File: src/hdl/fspr_defs.svh
// constants of the flash self-program readout block
// assumes a 50 MHz aclk; included by the package and both ends
`ifndef FSPR_DEFS_SVH
`define FSPR_DEFS_SVH
`define FSPR_CLK_PER_NS 20
`define FSPR_OP_MIN_NS  3700000
`define FSPR_OP_MAX_NS  4500000
`define FSPR_OP_MIN_CYC ((`FSPR_OP_MIN_NS+`FSPR_CLK_PER_NS-1)/`FSPR_CLK_PER_NS)
`define FSPR_OP_MAX_CYC (`FSPR_OP_MAX_NS/`FSPR_CLK_PER_NS)
`define FSPR_WIN_SPM    3'h4
`define FSPR_WIN_LPM    3'h3
`define FSPR_B_EN       0
`define FSPR_B_ERS      1
`define FSPR_B_WRT      2
`define FSPR_B_LCK      3
`define FSPR_B_REEN     4
`define FSPR_B_SIG      5
`define FSPR_B_BUSY     6
`define FSPR_CMD_FILL   6'h01
`define FSPR_CMD_ERASE  6'h03
`define FSPR_CMD_WRITE  6'h05
`define FSPR_CMD_LOCK   6'h09
`define FSPR_CMD_REEN   6'h11
`define FSPR_CMD_SIG    6'h21
`define FSPR_CSR_RST    8'h00
`define FSPR_Z_FLB      2'h0
`define FSPR_Z_LOCK     2'h1
`define FSPR_Z_EFB      2'h2
`define FSPR_Z_FHB      2'h3
`define FSPR_EFB_UNUSED 5'h1F
`define FSPR_BLOCKED_RD 8'hFF
`define FSPR_BOOT_SIZE_FUSE_FIELD_LSB 1
`define FSPR_BOOT_256   14'h3F00
`define FSPR_BOOT_512   14'h3E00
`define FSPR_BOOT_1K    14'h3C00
`define FSPR_BOOT_2K    14'h3800
`define FSPR_RWW_PAGES  8'hE0
`define FSPR_A_CTRL     4'h0
`define FSPR_A_ZPTR     4'h4
`define FSPR_A_DATA     4'h8
`define FSPR_A_STAT     4'hC
`define FSPR_RESP_OK    2'h0
`define FSPR_RESP_ERR   2'h2
`endif

File: src/hdl/fspr_pkg.sv
// types shared by both ends of the flash self-program link
// assumes fspr_defs.svh on the include path
package fspr_pkg;
`include "fspr_defs.svh"
    typedef logic [7:0]  fspr_byte_t;
    typedef logic [15:0] fspr_word_t;
    typedef logic [13:0] fspr_pc_t;
    typedef enum logic [1:0] {
        K_SPM    = 2'h0,
        K_LPM    = 2'h1,
        K_RESUME = 2'h2,
        K_CSR    = 2'h3
    } fspr_kind_t;
    typedef enum logic [2:0] {
        H_IDLE = 3'h0,
        H_POLL = 3'h1,
        H_EXEC = 3'h2,
        H_CHK  = 3'h3,
        H_RDW  = 3'h4
    } fspr_hst_t;
endpackage

File: src/hdl/fspr_if.sv
// link between the cpu core end and the flash control end
// no clock here; both ends run on the same aclk
`timescale 1ns/1ps
interface fspr_if;
    logic       csr_wr;
    logic [7:0] csr_wdata;
    logic [7:0] csr_rdata;
    logic       spm;
    logic       lpm;
    logic [15:0] z;
    logic [15:0] r;
    logic       ee_busy;
    logic [7:0] lpm_data;
    logic       lpm_valid;
    logic       rww_blocked;
    logic       cpu_halt;
    modport dev (
        input  csr_wr, csr_wdata, spm, lpm, z, r, ee_busy,
        output csr_rdata, lpm_data, lpm_valid, rww_blocked, cpu_halt
    );
    modport host (
        output csr_wr, csr_wdata, spm, lpm, z, r, ee_busy,
        input  csr_rdata, lpm_data, lpm_valid, rww_blocked, cpu_halt
    );
endinterface

File: src/hdl/fspr_dev.sv
// flash control end: store control register, readout, op timing
// assumes a cpu core end on fspr_if and a flash array on user side
`timescale 1ns/1ps
`include "fspr_defs.svh"
module fspr_dev #(
    parameter int unsigned OP_CYCLES = `FSPR_OP_MIN_CYC,
    // arbitrary signature contents
    parameter logic [63:0] SIG_ROW   = 64'h5a5a_0102_0304_a5a5
) (
    // clock and resets
    input  wire logic             aclk,
    input  wire logic             aresetn,
    input  wire logic             por_n,
    // cpu core link
    fspr_if.dev                   bus,
    // fuse and lock values, programmed bit = 0
    input  wire fspr_pkg::fspr_byte_t fuse_low,
    input  wire fspr_pkg::fspr_byte_t fuse_high,
    input  wire logic [2:0]       fuse_ext,
    input  wire fspr_pkg::fspr_byte_t lock_bits,
    // flash array
    input  wire fspr_pkg::fspr_byte_t flash_rdata,
    output logic                  buf_wr,
    output logic [5:0]            buf_word,
    output fspr_pkg::fspr_word_t  buf_data,
    output logic                  buf_clear,
    output logic                  page_erase,
    output logic                  page_write,
    output logic [7:0]            page_sel,
    output logic                  lock_wr,
    output fspr_pkg::fspr_byte_t  lock_data,
    output logic                  op_busy,
    // boot section start from the fuses
    output fspr_pkg::fspr_pc_t    boot_start
);
    import fspr_pkg::*;

    typedef struct packed {
        logic [5:0]  cmd;
        logic [2:0]  cnt;
        logic        busy;
        logic        op;
        logic [17:0] opc;
        logic        opw;
        logic        halt;
        logic [7:0]  rd;
        logic [7:0]  ld;
        logic        lv;
        logic        bw;
        logic [5:0]  bwd;
        logic [15:0] bdat;
        logic        bclr;
        logic        ers;
        logic        wrt;
        logic [7:0]  pg;
        logic        lw;
        logic [7:0]  ldat;
        fspr_pc_t    boot;
    } fspr_dev_t;

    localparam fspr_dev_t RST = '0;
    localparam logic [17:0] OP_LAST = 18'(OP_CYCLES - 1);

    fspr_dev_t st_ff;
    fspr_dev_t nxt_st;

    function automatic logic legal(input logic [7:0] w);
        return w[5:0] == `FSPR_CMD_FILL  || w[5:0] == `FSPR_CMD_ERASE ||
               w[5:0] == `FSPR_CMD_WRITE || w[5:0] == `FSPR_CMD_LOCK  ||
               w[5:0] == `FSPR_CMD_REEN  || w[5:0] == `FSPR_CMD_SIG;
    endfunction

    // bytes go out as stored: programmed reads 0
    function automatic fspr_byte_t cfg_byte(input logic [1:0] a);
        fspr_byte_t b;
        b = fuse_low;
        unique case (a)
            `FSPR_Z_FLB:  b = fuse_low;
            `FSPR_Z_LOCK: b = lock_bits;
            `FSPR_Z_EFB:  b = {`FSPR_EFB_UNUSED, fuse_ext};
            `FSPR_Z_FHB:  b = fuse_high;
        endcase
        return b;
    endfunction

    // pages below 224 belong to the rww region
    function automatic logic in_rww(input logic [7:0] page);
        return page < `FSPR_RWW_PAGES;
    endfunction

    function automatic fspr_pc_t boot_of(input logic [1:0] sz);
        fspr_pc_t a;
        a = `FSPR_BOOT_256;
        unique case (sz)
            2'b11: a = `FSPR_BOOT_256;
            2'b10: a = `FSPR_BOOT_512;
            2'b01: a = `FSPR_BOOT_1K;
            2'b00: a = `FSPR_BOOT_2K;
        endcase
        return a;
    endfunction

    // reset clears all but a running flash operation, the page select, the rww busy flag, the buffer clear pulse and the boot start
    function automatic fspr_dev_t keep_op(input fspr_dev_t n);
        fspr_dev_t k;
        k = RST;
        k.op = n.op;
        k.opc = n.opc;
        k.opw = n.opw;
        k.halt = n.halt;
        k.busy = n.busy;
        k.cmd = n.op ? n.cmd : 6'h00;
        k.pg = n.pg;
        k.bclr = n.bclr;
        k.boot = n.boot;
        k.rd = {1'b0, k.busy, k.cmd};
        return k;
    endfunction

    always_comb begin
        logic pend;
        logic win_spm;
        logic win_lpm;
        pend = 1'b0;
        win_spm = 1'b0;
        win_lpm = 1'b0;
        nxt_st = st_ff;
        nxt_st.lv = 1'b0;
        nxt_st.bw = 1'b0;
        nxt_st.bclr = 1'b0;
        nxt_st.ers = 1'b0;
        nxt_st.wrt = 1'b0;
        nxt_st.lw = 1'b0;
        nxt_st.boot = boot_of(fuse_high[`FSPR_BOOT_SIZE_FUSE_FIELD_LSB +: 2]);
        pend = st_ff.cmd[`FSPR_B_EN] && !st_ff.op;
        win_spm = pend && st_ff.cnt < `FSPR_WIN_SPM;
        win_lpm = pend && st_ff.cnt < `FSPR_WIN_LPM;
        if (pend) begin
            nxt_st.cnt = st_ff.cnt + 3'h1;
        end
        // operation timer; op time taken at the minimum
        if (st_ff.op) begin
            if (st_ff.opc == 18'h0_0000) begin
                nxt_st.op = 1'b0;
                nxt_st.cmd = 6'h00;
                nxt_st.halt = 1'b0;
                nxt_st.bclr = st_ff.opw;
            end else begin
                nxt_st.opc = st_ff.opc - 18'h0_0001;
            end
        end
        // unused window drops the command
        if (pend && st_ff.cnt == `FSPR_WIN_SPM - 3'h1 && !bus.spm) begin
            nxt_st.cmd = 6'h00;
        end
        if (pend && st_ff.cmd[`FSPR_B_SIG] &&
            st_ff.cnt == `FSPR_WIN_LPM - 3'h1 && !bus.lpm) begin
            nxt_st.cmd = 6'h00;
        end
        // a store while in signature mode does nothing
        if (win_spm && bus.spm && !st_ff.cmd[`FSPR_B_SIG]) begin
            nxt_st.cmd = 6'h00;
            unique case (st_ff.cmd)
                `FSPR_CMD_FILL: begin
                    nxt_st.bw = 1'b1;
                    nxt_st.bwd = bus.z[6:1];
                    nxt_st.bdat = bus.r;
                    nxt_st.busy = 1'b0;
                end
                `FSPR_CMD_ERASE, `FSPR_CMD_WRITE: begin
                    nxt_st.cmd = st_ff.cmd;
                    nxt_st.op = 1'b1;
                    nxt_st.opc = OP_LAST;
                    nxt_st.opw = st_ff.cmd[`FSPR_B_WRT];
                    nxt_st.ers = !st_ff.cmd[`FSPR_B_WRT];
                    nxt_st.wrt = st_ff.cmd[`FSPR_B_WRT];
                    nxt_st.pg = bus.z[14:7];
                    if (in_rww(bus.z[14:7])) begin
                        nxt_st.busy = 1'b1;
                    end else begin
                        nxt_st.halt = 1'b1;
                    end
                end
                `FSPR_CMD_LOCK: begin
                    nxt_st.cmd = st_ff.cmd;
                    nxt_st.op = 1'b1;
                    nxt_st.opc = OP_LAST;
                    nxt_st.opw = 1'b0;
                    nxt_st.lw = 1'b1;
                    nxt_st.ldat = bus.r[7:0];
                end
                `FSPR_CMD_REEN: begin
                    nxt_st.busy = 1'b0;
                    nxt_st.bclr = 1'b1;
                end
                default: ;
            endcase
        end
        if (bus.lpm) begin
            nxt_st.lv = 1'b1;
            if (win_lpm && st_ff.cmd[`FSPR_B_SIG]) begin
                nxt_st.ld = SIG_ROW[{bus.z[2:0], 3'h0} +: 8];
                nxt_st.cmd = 6'h00;
            end else if (win_lpm && st_ff.cmd[`FSPR_B_LCK]) begin
                nxt_st.ld = cfg_byte(bus.z[1:0]);
                nxt_st.cmd = 6'h00;
            end else if (st_ff.busy && in_rww(bus.z[14:7])) begin
                nxt_st.ld = `FSPR_BLOCKED_RD;
            end else begin
                nxt_st.ld = flash_rdata;
            end
        end
        // eeprom busy or a command in hand blocks the write
        if (bus.csr_wr && !bus.ee_busy && !st_ff.cmd[`FSPR_B_EN] &&
            legal(bus.csr_wdata)) begin
            nxt_st.cmd = bus.csr_wdata[5:0];
            nxt_st.cnt = 3'h0;
        end
        nxt_st.rd = {1'b0, nxt_st.busy, nxt_st.cmd};
    end

    always_ff @(posedge aclk) begin
        if (!por_n) begin
            st_ff <= RST;
        end else if (!aresetn) begin
            st_ff <= keep_op(nxt_st);
        end else begin
            st_ff <= nxt_st;
        end
    end

    assign bus.csr_rdata = st_ff.rd;
    assign bus.lpm_data = st_ff.ld;
    assign bus.lpm_valid = st_ff.lv;
    assign bus.rww_blocked = st_ff.busy;
    assign bus.cpu_halt = st_ff.halt;
    assign buf_wr = st_ff.bw;
    assign buf_word = st_ff.bwd;
    assign buf_data = st_ff.bdat;
    assign buf_clear = st_ff.bclr;
    assign page_erase = st_ff.ers;
    assign page_write = st_ff.wrt;
    assign page_sel = st_ff.pg;
    assign lock_wr = st_ff.lw;
    assign lock_data = st_ff.ldat;
    assign op_busy = st_ff.op;
    assign boot_start = st_ff.boot;
endmodule

File: src/flat_wrapper.sv
// flat-port wrapper written by rule: the top's interface ports become plain ports
module fspr_dev_flat import fspr_pkg::*;
#(
    parameter int unsigned OP_CYCLES = `FSPR_OP_MIN_CYC,
                                   
    parameter logic [63:0] SIG_ROW   = 64'h5a5a_0102_0304_a5a5
)
  (aclk, aresetn, por_n, fuse_low, fuse_high, fuse_ext, lock_bits, flash_rdata, buf_wr, buf_word, buf_data, buf_clear, page_erase, page_write, page_sel, lock_wr, lock_data, op_busy, boot_start, bus_csr_wr, bus_csr_wdata, bus_spm, bus_lpm, bus_z, bus_r, bus_ee_busy, bus_csr_rdata, bus_lpm_data, bus_lpm_valid, bus_rww_blocked, bus_cpu_halt);
  fspr_if bus_i ();
  input  wire logic aclk;
  input  wire logic aresetn;
  input  wire logic por_n;
  input  wire fspr_pkg::fspr_byte_t fuse_low;
  input  wire fspr_pkg::fspr_byte_t fuse_high;
  input  wire logic [2:0] fuse_ext;
  input  wire fspr_pkg::fspr_byte_t lock_bits;
  input  wire fspr_pkg::fspr_byte_t flash_rdata;
  output logic buf_wr;
  output logic [5:0] buf_word;
  output fspr_pkg::fspr_word_t buf_data;
  output logic buf_clear;
  output logic page_erase;
  output logic page_write;
  output logic [7:0] page_sel;
  output logic lock_wr;
  output fspr_pkg::fspr_byte_t lock_data;
  output logic op_busy;
  output fspr_pkg::fspr_pc_t boot_start;
  input wire logic [$bits(bus_i.csr_wr)-1:0] bus_csr_wr;
  input wire logic [$bits(bus_i.csr_wdata)-1:0] bus_csr_wdata;
  input wire logic [$bits(bus_i.spm)-1:0] bus_spm;
  input wire logic [$bits(bus_i.lpm)-1:0] bus_lpm;
  input wire logic [$bits(bus_i.z)-1:0] bus_z;
  input wire logic [$bits(bus_i.r)-1:0] bus_r;
  input wire logic [$bits(bus_i.ee_busy)-1:0] bus_ee_busy;
  output wire logic [$bits(bus_i.csr_rdata)-1:0] bus_csr_rdata;
  output wire logic [$bits(bus_i.lpm_data)-1:0] bus_lpm_data;
  output wire logic [$bits(bus_i.lpm_valid)-1:0] bus_lpm_valid;
  output wire logic [$bits(bus_i.rww_blocked)-1:0] bus_rww_blocked;
  output wire logic [$bits(bus_i.cpu_halt)-1:0] bus_cpu_halt;
  assign bus_i.csr_wr = bus_csr_wr;
  assign bus_i.csr_wdata = bus_csr_wdata;
  assign bus_i.spm = bus_spm;
  assign bus_i.lpm = bus_lpm;
  assign bus_i.z = bus_z;
  assign bus_i.r = bus_r;
  assign bus_i.ee_busy = bus_ee_busy;
  assign bus_csr_rdata = bus_i.csr_rdata;
  assign bus_lpm_data = bus_i.lpm_data;
  assign bus_lpm_valid = bus_i.lpm_valid;
  assign bus_rww_blocked = bus_i.rww_blocked;
  assign bus_cpu_halt = bus_i.cpu_halt;
  fspr_dev #(.OP_CYCLES(OP_CYCLES), .SIG_ROW(SIG_ROW)) u_core (.aclk(aclk), .aresetn(aresetn), .por_n(por_n), .bus(bus_i), .fuse_low(fuse_low), .fuse_high(fuse_high), .fuse_ext(fuse_ext), .lock_bits(lock_bits), .flash_rdata(flash_rdata), .buf_wr(buf_wr), .buf_word(buf_word), .buf_data(buf_data), .buf_clear(buf_clear), .page_erase(page_erase), .page_write(page_write), .page_sel(page_sel), .lock_wr(lock_wr), .lock_data(lock_data), .op_busy(op_busy), .boot_start(boot_start));
endmodule
File: config.mk
export PLATFORM = sky130hd
export DESIGN_NAME = fspr_dev_flat
export DESIGN_NICKNAME = d
export VERILOG_FILES = /design/src/hdl/fspr_pkg.sv /design/src/hdl/fspr_if.sv /design/src/hdl/fspr_dev.sv /design/src/flat_wrapper.sv
export VERILOG_INCLUDE_DIRS = /design/src /design/src/hdl
export SDC_FILE = /design/constraint.sdc
export NUM_CORES = 1
export LEC_CHECK = 0
export BUFFER_PORTS_ARGS = -buffer_cell sky130_fd_sc_hd__buf_2
export CELL_PAD_IN_SITES_DETAIL_PLACEMENT = 1
export CELL_PAD_IN_SITES_GLOBAL_PLACEMENT = 1
export CORE_MARGIN = 3
export CORE_UTILIZATION = 37
export CTS_CLUSTER_DIAMETER = 80
export CTS_CLUSTER_SIZE = 10
export DETAILED_ROUTE_END_ITERATION = 16
export GPL_TIMING_DRIVEN = 0
export PLACE_DENSITY = 0.87
export RECOVER_POWER = 100
export SLEW_MARGIN = 20
export SYNTH_ARGS = -nofsm -noshare
export SYNTH_HDL_FRONTEND = slang
export SYNTH_SLANG_ARGS = --single-unit
File: constraint.sdc
create_clock -name aclk -period 2.2 [get_ports aclk]
set_input_delay 0.22 -clock aclk [delete_from_list [all_inputs] [get_ports aclk]]
set_output_delay 0.22 -clock aclk [all_outputs]
set_load 0.05 [all_outputs]
==> PnR_summary.wiki <==
{| class="wikitable"
! Metric !! Value
|-
| Async set-or-reset flop fraction in the synthesized netlist || 0
|-
| Proportion of power drawn by flip-flops and latches || 0.424
|-
| Post-DP HPWL || 11100 um
|-
| TritonCTS buffer count || 9
|-
| P&R area growth vs syn || 28.9%
|-
| Final std cell area, no fill || 5940 um^2
|-
| Reg2Reg Setup Slack || 0.11 ns
|-
| Master cell of the clock root buffer || clkbuf_16
|-
| Total leakage power || 0.00243 uW
|-
| Die Outline Area || 13800 um^2
|-
| Power spent charging and discharging nets || 911 uW
|-
| Detailed-route wire length per cell || 16.9 um
|-
| Startpoint of the lowest-slack register-to-register path || u_core.st_ff[88]
|-
| Maximum number of pins on one net before global-route repair || 17
|-
| Fin. Hold Viols || 0
|-
| Setup skew after layout || 0.00745 ns
|-
| Boundary pin count || 159
|-
| Drt first pass iters || 5
|-
| TritonCTS clock tree || yes
|-
| Hold Slack || 0.0656 ns
|-
| Total gr overflow || 0
|-
| Summed instance area of the synthesized netlist || 4600 um^2
|-
| Clock insertion delay at the later pin of the skew report || 0.35 ns
|-
| Total global-route track usage || 0.211
|-
| Fin util || 0.490
|-
| Cell-internal power || 2840 uW
|-
| Final Wtd Congestion || 0.847
|-
| Proportion of total power due to net switching || 0.243
|-
| Crit Path Class || flip-flop to flip-flop
|-
| Post-CTS clock slew at the launch and capture registers of the worst setup and hold paths || 0.07 ns
|-
| Violation count after the first detailed-route iteration || 198
|-
| Kind of capture point of the worst setup path || flip-flop
|-
| Hold bufs inserted after CTS || 0
|-
| Storage element area || 1740 um^2
|-
| Count of max-cap constraint violations || 0
|-
| Capture point of the critical path || u_core.st_ff[103]
|-
| Biggest fanout along the worst timing path || 7
|-
| Number of instances in the placed design || 860
|-
| Number of antenna violations at the first check in global routing || 0
|-
| F_max || 478 MHz
|-
| Unrepaired setup endpoints after global routing || false
|-
| Slew Limit Fails || 0
|-
| Element type at the critical path start || flip-flop
|-
| Syn_area_per_cell || 8.56 um^2
|-
| Ranking of synthesized cells by area || dfxtp_1 38%, buf_4 11%, nand2_1 6.6%
|-
| Reg-to-Reg End || u_core.st_ff[103]
|-
| Fill count || 1543
|-
| Area after detailed placement || 5570 um^2
|-
| Wirelength, routed || 14900 um
|-
| Layout cells sized above 1 || 0.288
|-
| Core Box Area || 12100 um^2
|-
| Number of sinks handled by clock tree synthesis || 87
|-
| Power share of the clock group || 0.485
|-
| Area fraction of the dominant cell type after synthesis || 0.378
|-
| ANT cells || 0
|-
| Count leader, synth || dfxtp_1
|-
| NumNets Final || 792
|-
| Power density over cell area || 633 nW/um^2
|-
| Slew at the pin closest to its max-slew limit || 0.686 ns
|-
| Most common flop cell mapped by yosys || dfxtp_1
|-
| Via count of the first global-routing pass || 4771
|-
| Required time of the critical path || 2.43 ns
|-
| Dominant cell type by area after synthesis || dfxtp_1
|-
| Synthesized netlist cell count || 538
|-
| Maximum resistive drop on vdd || 0.000293 V
|-
| Setup WS pre-CTS || -0.0992 ns
|-
| Seq/Total Area, Yosys || 0.378
|-
| Post-route DRC || 0
|-
| Arrival time reported for the critical path endpoint || 2.32 ns
|-
| Post-Layout Cell Count || 879
|-
| Synth warnings || 0
|-
| Area of combinational cells with multiple inputs || 2290 um^2
|-
| Number of synthesized flops with an enable pin || 0
|-
| First-pass GRT wire length || 23900 um
|-
| Number of setup violations in the final report || 0
|-
| Htree depth || 3
|-
| Worst rel slew slack || 0.545
|-
| Netlist cell types || 59
|-
| Max clock buf depth || 2
|-
| Number of I/O port buffers || 146
|-
| Die extent in y || 118 um
|-
| Residual antenna-violating net count after detailed routing || 0
|-
| Core Rows || 40
|-
| Top cells by count, synth || 87 x dfxtp_1, 81 x nand2_1, 68 x buf_4, 33 x a21oi_1, 30 x nor2_1
|-
| Result of the run || completed
|-
| Gate power share || 0.091
|-
| Worst Reg2Reg Path Length in Cells || 8
|-
| Number of synthesized register bits || 87
|-
| Start point of the critical path || u_core.st_ff[88]
|-
| Detail-routed via count per cell || 5.02
|-
| Die boundary width || 118 um
|-
| Starting Density || 0.380
|-
| Final worst path period share || 0.951
|-
| Time the worst path needs with I/O delays and setup || 2.09 ns
|-
| Detailed-route via count || 4414
|-
| Hold Crit Class || input port to flip-flop
|-
| Slack of the critical path || 0.107 ns
|}
==> per-layer routing <==
layer	routed length (um)	global-route usage
met1	6020	0.233
met2	7820	0.399
met3	775	0.0418
met4	258	0.0740
met5	0	0
==> worst min path at each step <==
stage                     slack [ns]  depth (start not counted)                     to   from
after CTS                       0.02                          1  u_core.boot_start[12]  por_n
after global routing            0.07                          1  u_core.boot_start[12]  por_n
after floorplan                 0.25                          0  u_core.boot_start[12]  por_n
after global placement          0.37                          1  u_core.boot_start[12]  por_n
after detailed placement        0.38                          1  u_core.boot_start[12]  por_n
final                           0.07                          1  u_core.boot_start[12]  por_n
==> state kept, by name (all words and copies together), names as in the netlist <==
name	cells
u_core.lock_wr	1
u_core.bus.lpm_valid	1
u_core.boot_start	4
u_core.buf_wr	1
u_core.page_erase	1
u_core.st_ff	27
u_core.bus.lpm_data	8
u_core.buf_word	6
u_core.op_busy	1
u_core.bus.cpu_halt	1
u_core.bus.csr_rdata	2
u_core.buf_data	16
u_core.buf_clear	1
u_core.lock_data	8
u_core.page_sel	8
u_core.page_write	1
==> repair_timing <==
action	CTS	global route
resized for setup	8	16
pin swaps	0	4
endpoints found under the setup margin	32	41
buffers inserted	0	4
==> power groups by stage <==
| stage | logic, uW | registers (uW) | clock network (uW) |
|---|---|---|---|
| CTS | 345 | 1590 | 1840 |
| detailed placement | 343 | 1630 | 0 |
| finish | 341 | 1590 | 1820 |
| global placement | 333 | 1630 | 0 |
| floorplan | 210 | 1630 | 0 |
| global route | 367 | 1590 | 1910 |
==> metrics by stage <==
stage / TNS (ns) / total power, uW
finish: 0 / 3760
global route: 0 / 3870
CTS: 0 / 3780
detailed placement: -0.763 / 1970
global placement: -0.0119 / 1960
floorplan: 0 / 1840
==> cell usage in the layout (no fill, tap or decap), types with 7 or more instances in the layout <==
| cell | netlist | routed |
|---|---|---|
| dfxtp_1 | 87 | 87 |
| buf_4 | 68 | 70 |
| a21oi_1 | 33 | 33 |
| xnor2_1 | 7 | 7 |
| buf_2 | 3 | 78 |
| xor2_1 | 9 | 9 |
| nor2_1 | 30 | 30 |
| inv_1 | 11 | 10 |
| clkbuf_1 | 23 | 88 |
| clkbuf_16 | 0 | 9 |
| a211o_1 | 7 | 7 |
| nand2_1 | 81 | 81 |
| a21boi_0 | 8 | 15 |
| o21ai_0 | 18 | 18 |
| a31oi_1 | 8 | 8 |
| nand3_1 | 8 | 7 |
| nor3_1 | 14 | 11 |
| conb_1 | 1 | 9 |
| nor2b_1 | 7 | 7 |
| mux2i_1 | 12 | 12 |
==> critical path, stage by stage, from the launching register on <==
cell	delay (ns)
dfxtp_1	0.37
or3_1	0.33
buf_2	0.17
nor4_4	0.27
buf_4	0.21
a21boi_4	0.11
clkbuf_1	0.14
o31ai_4	0.30
a21oi_1	0.07
==> logic make-up after synthesis <==
family,synth area share
buffers and inverters,0.146
adders and majority gates,0.0152
AOI/OAI and AO/OA,0.183
DFF,0.378
muxes,0.0563
xor gates and xnor gates,0.0304
and+or+nand+nor,0.189
other,0.000815
==> cell type report <==
class	count	share of cell area
multi-input cells	351	0.385
flip-flops and latches	87	0.293
repair buffers	150	0.113
plain buffers	96	0.107
clock buffers	9	0.0379
well taps	168	0.0354
clock inverters	7	0.0213
inverters	11	0.00696
(Power assumes the default switching activity.)
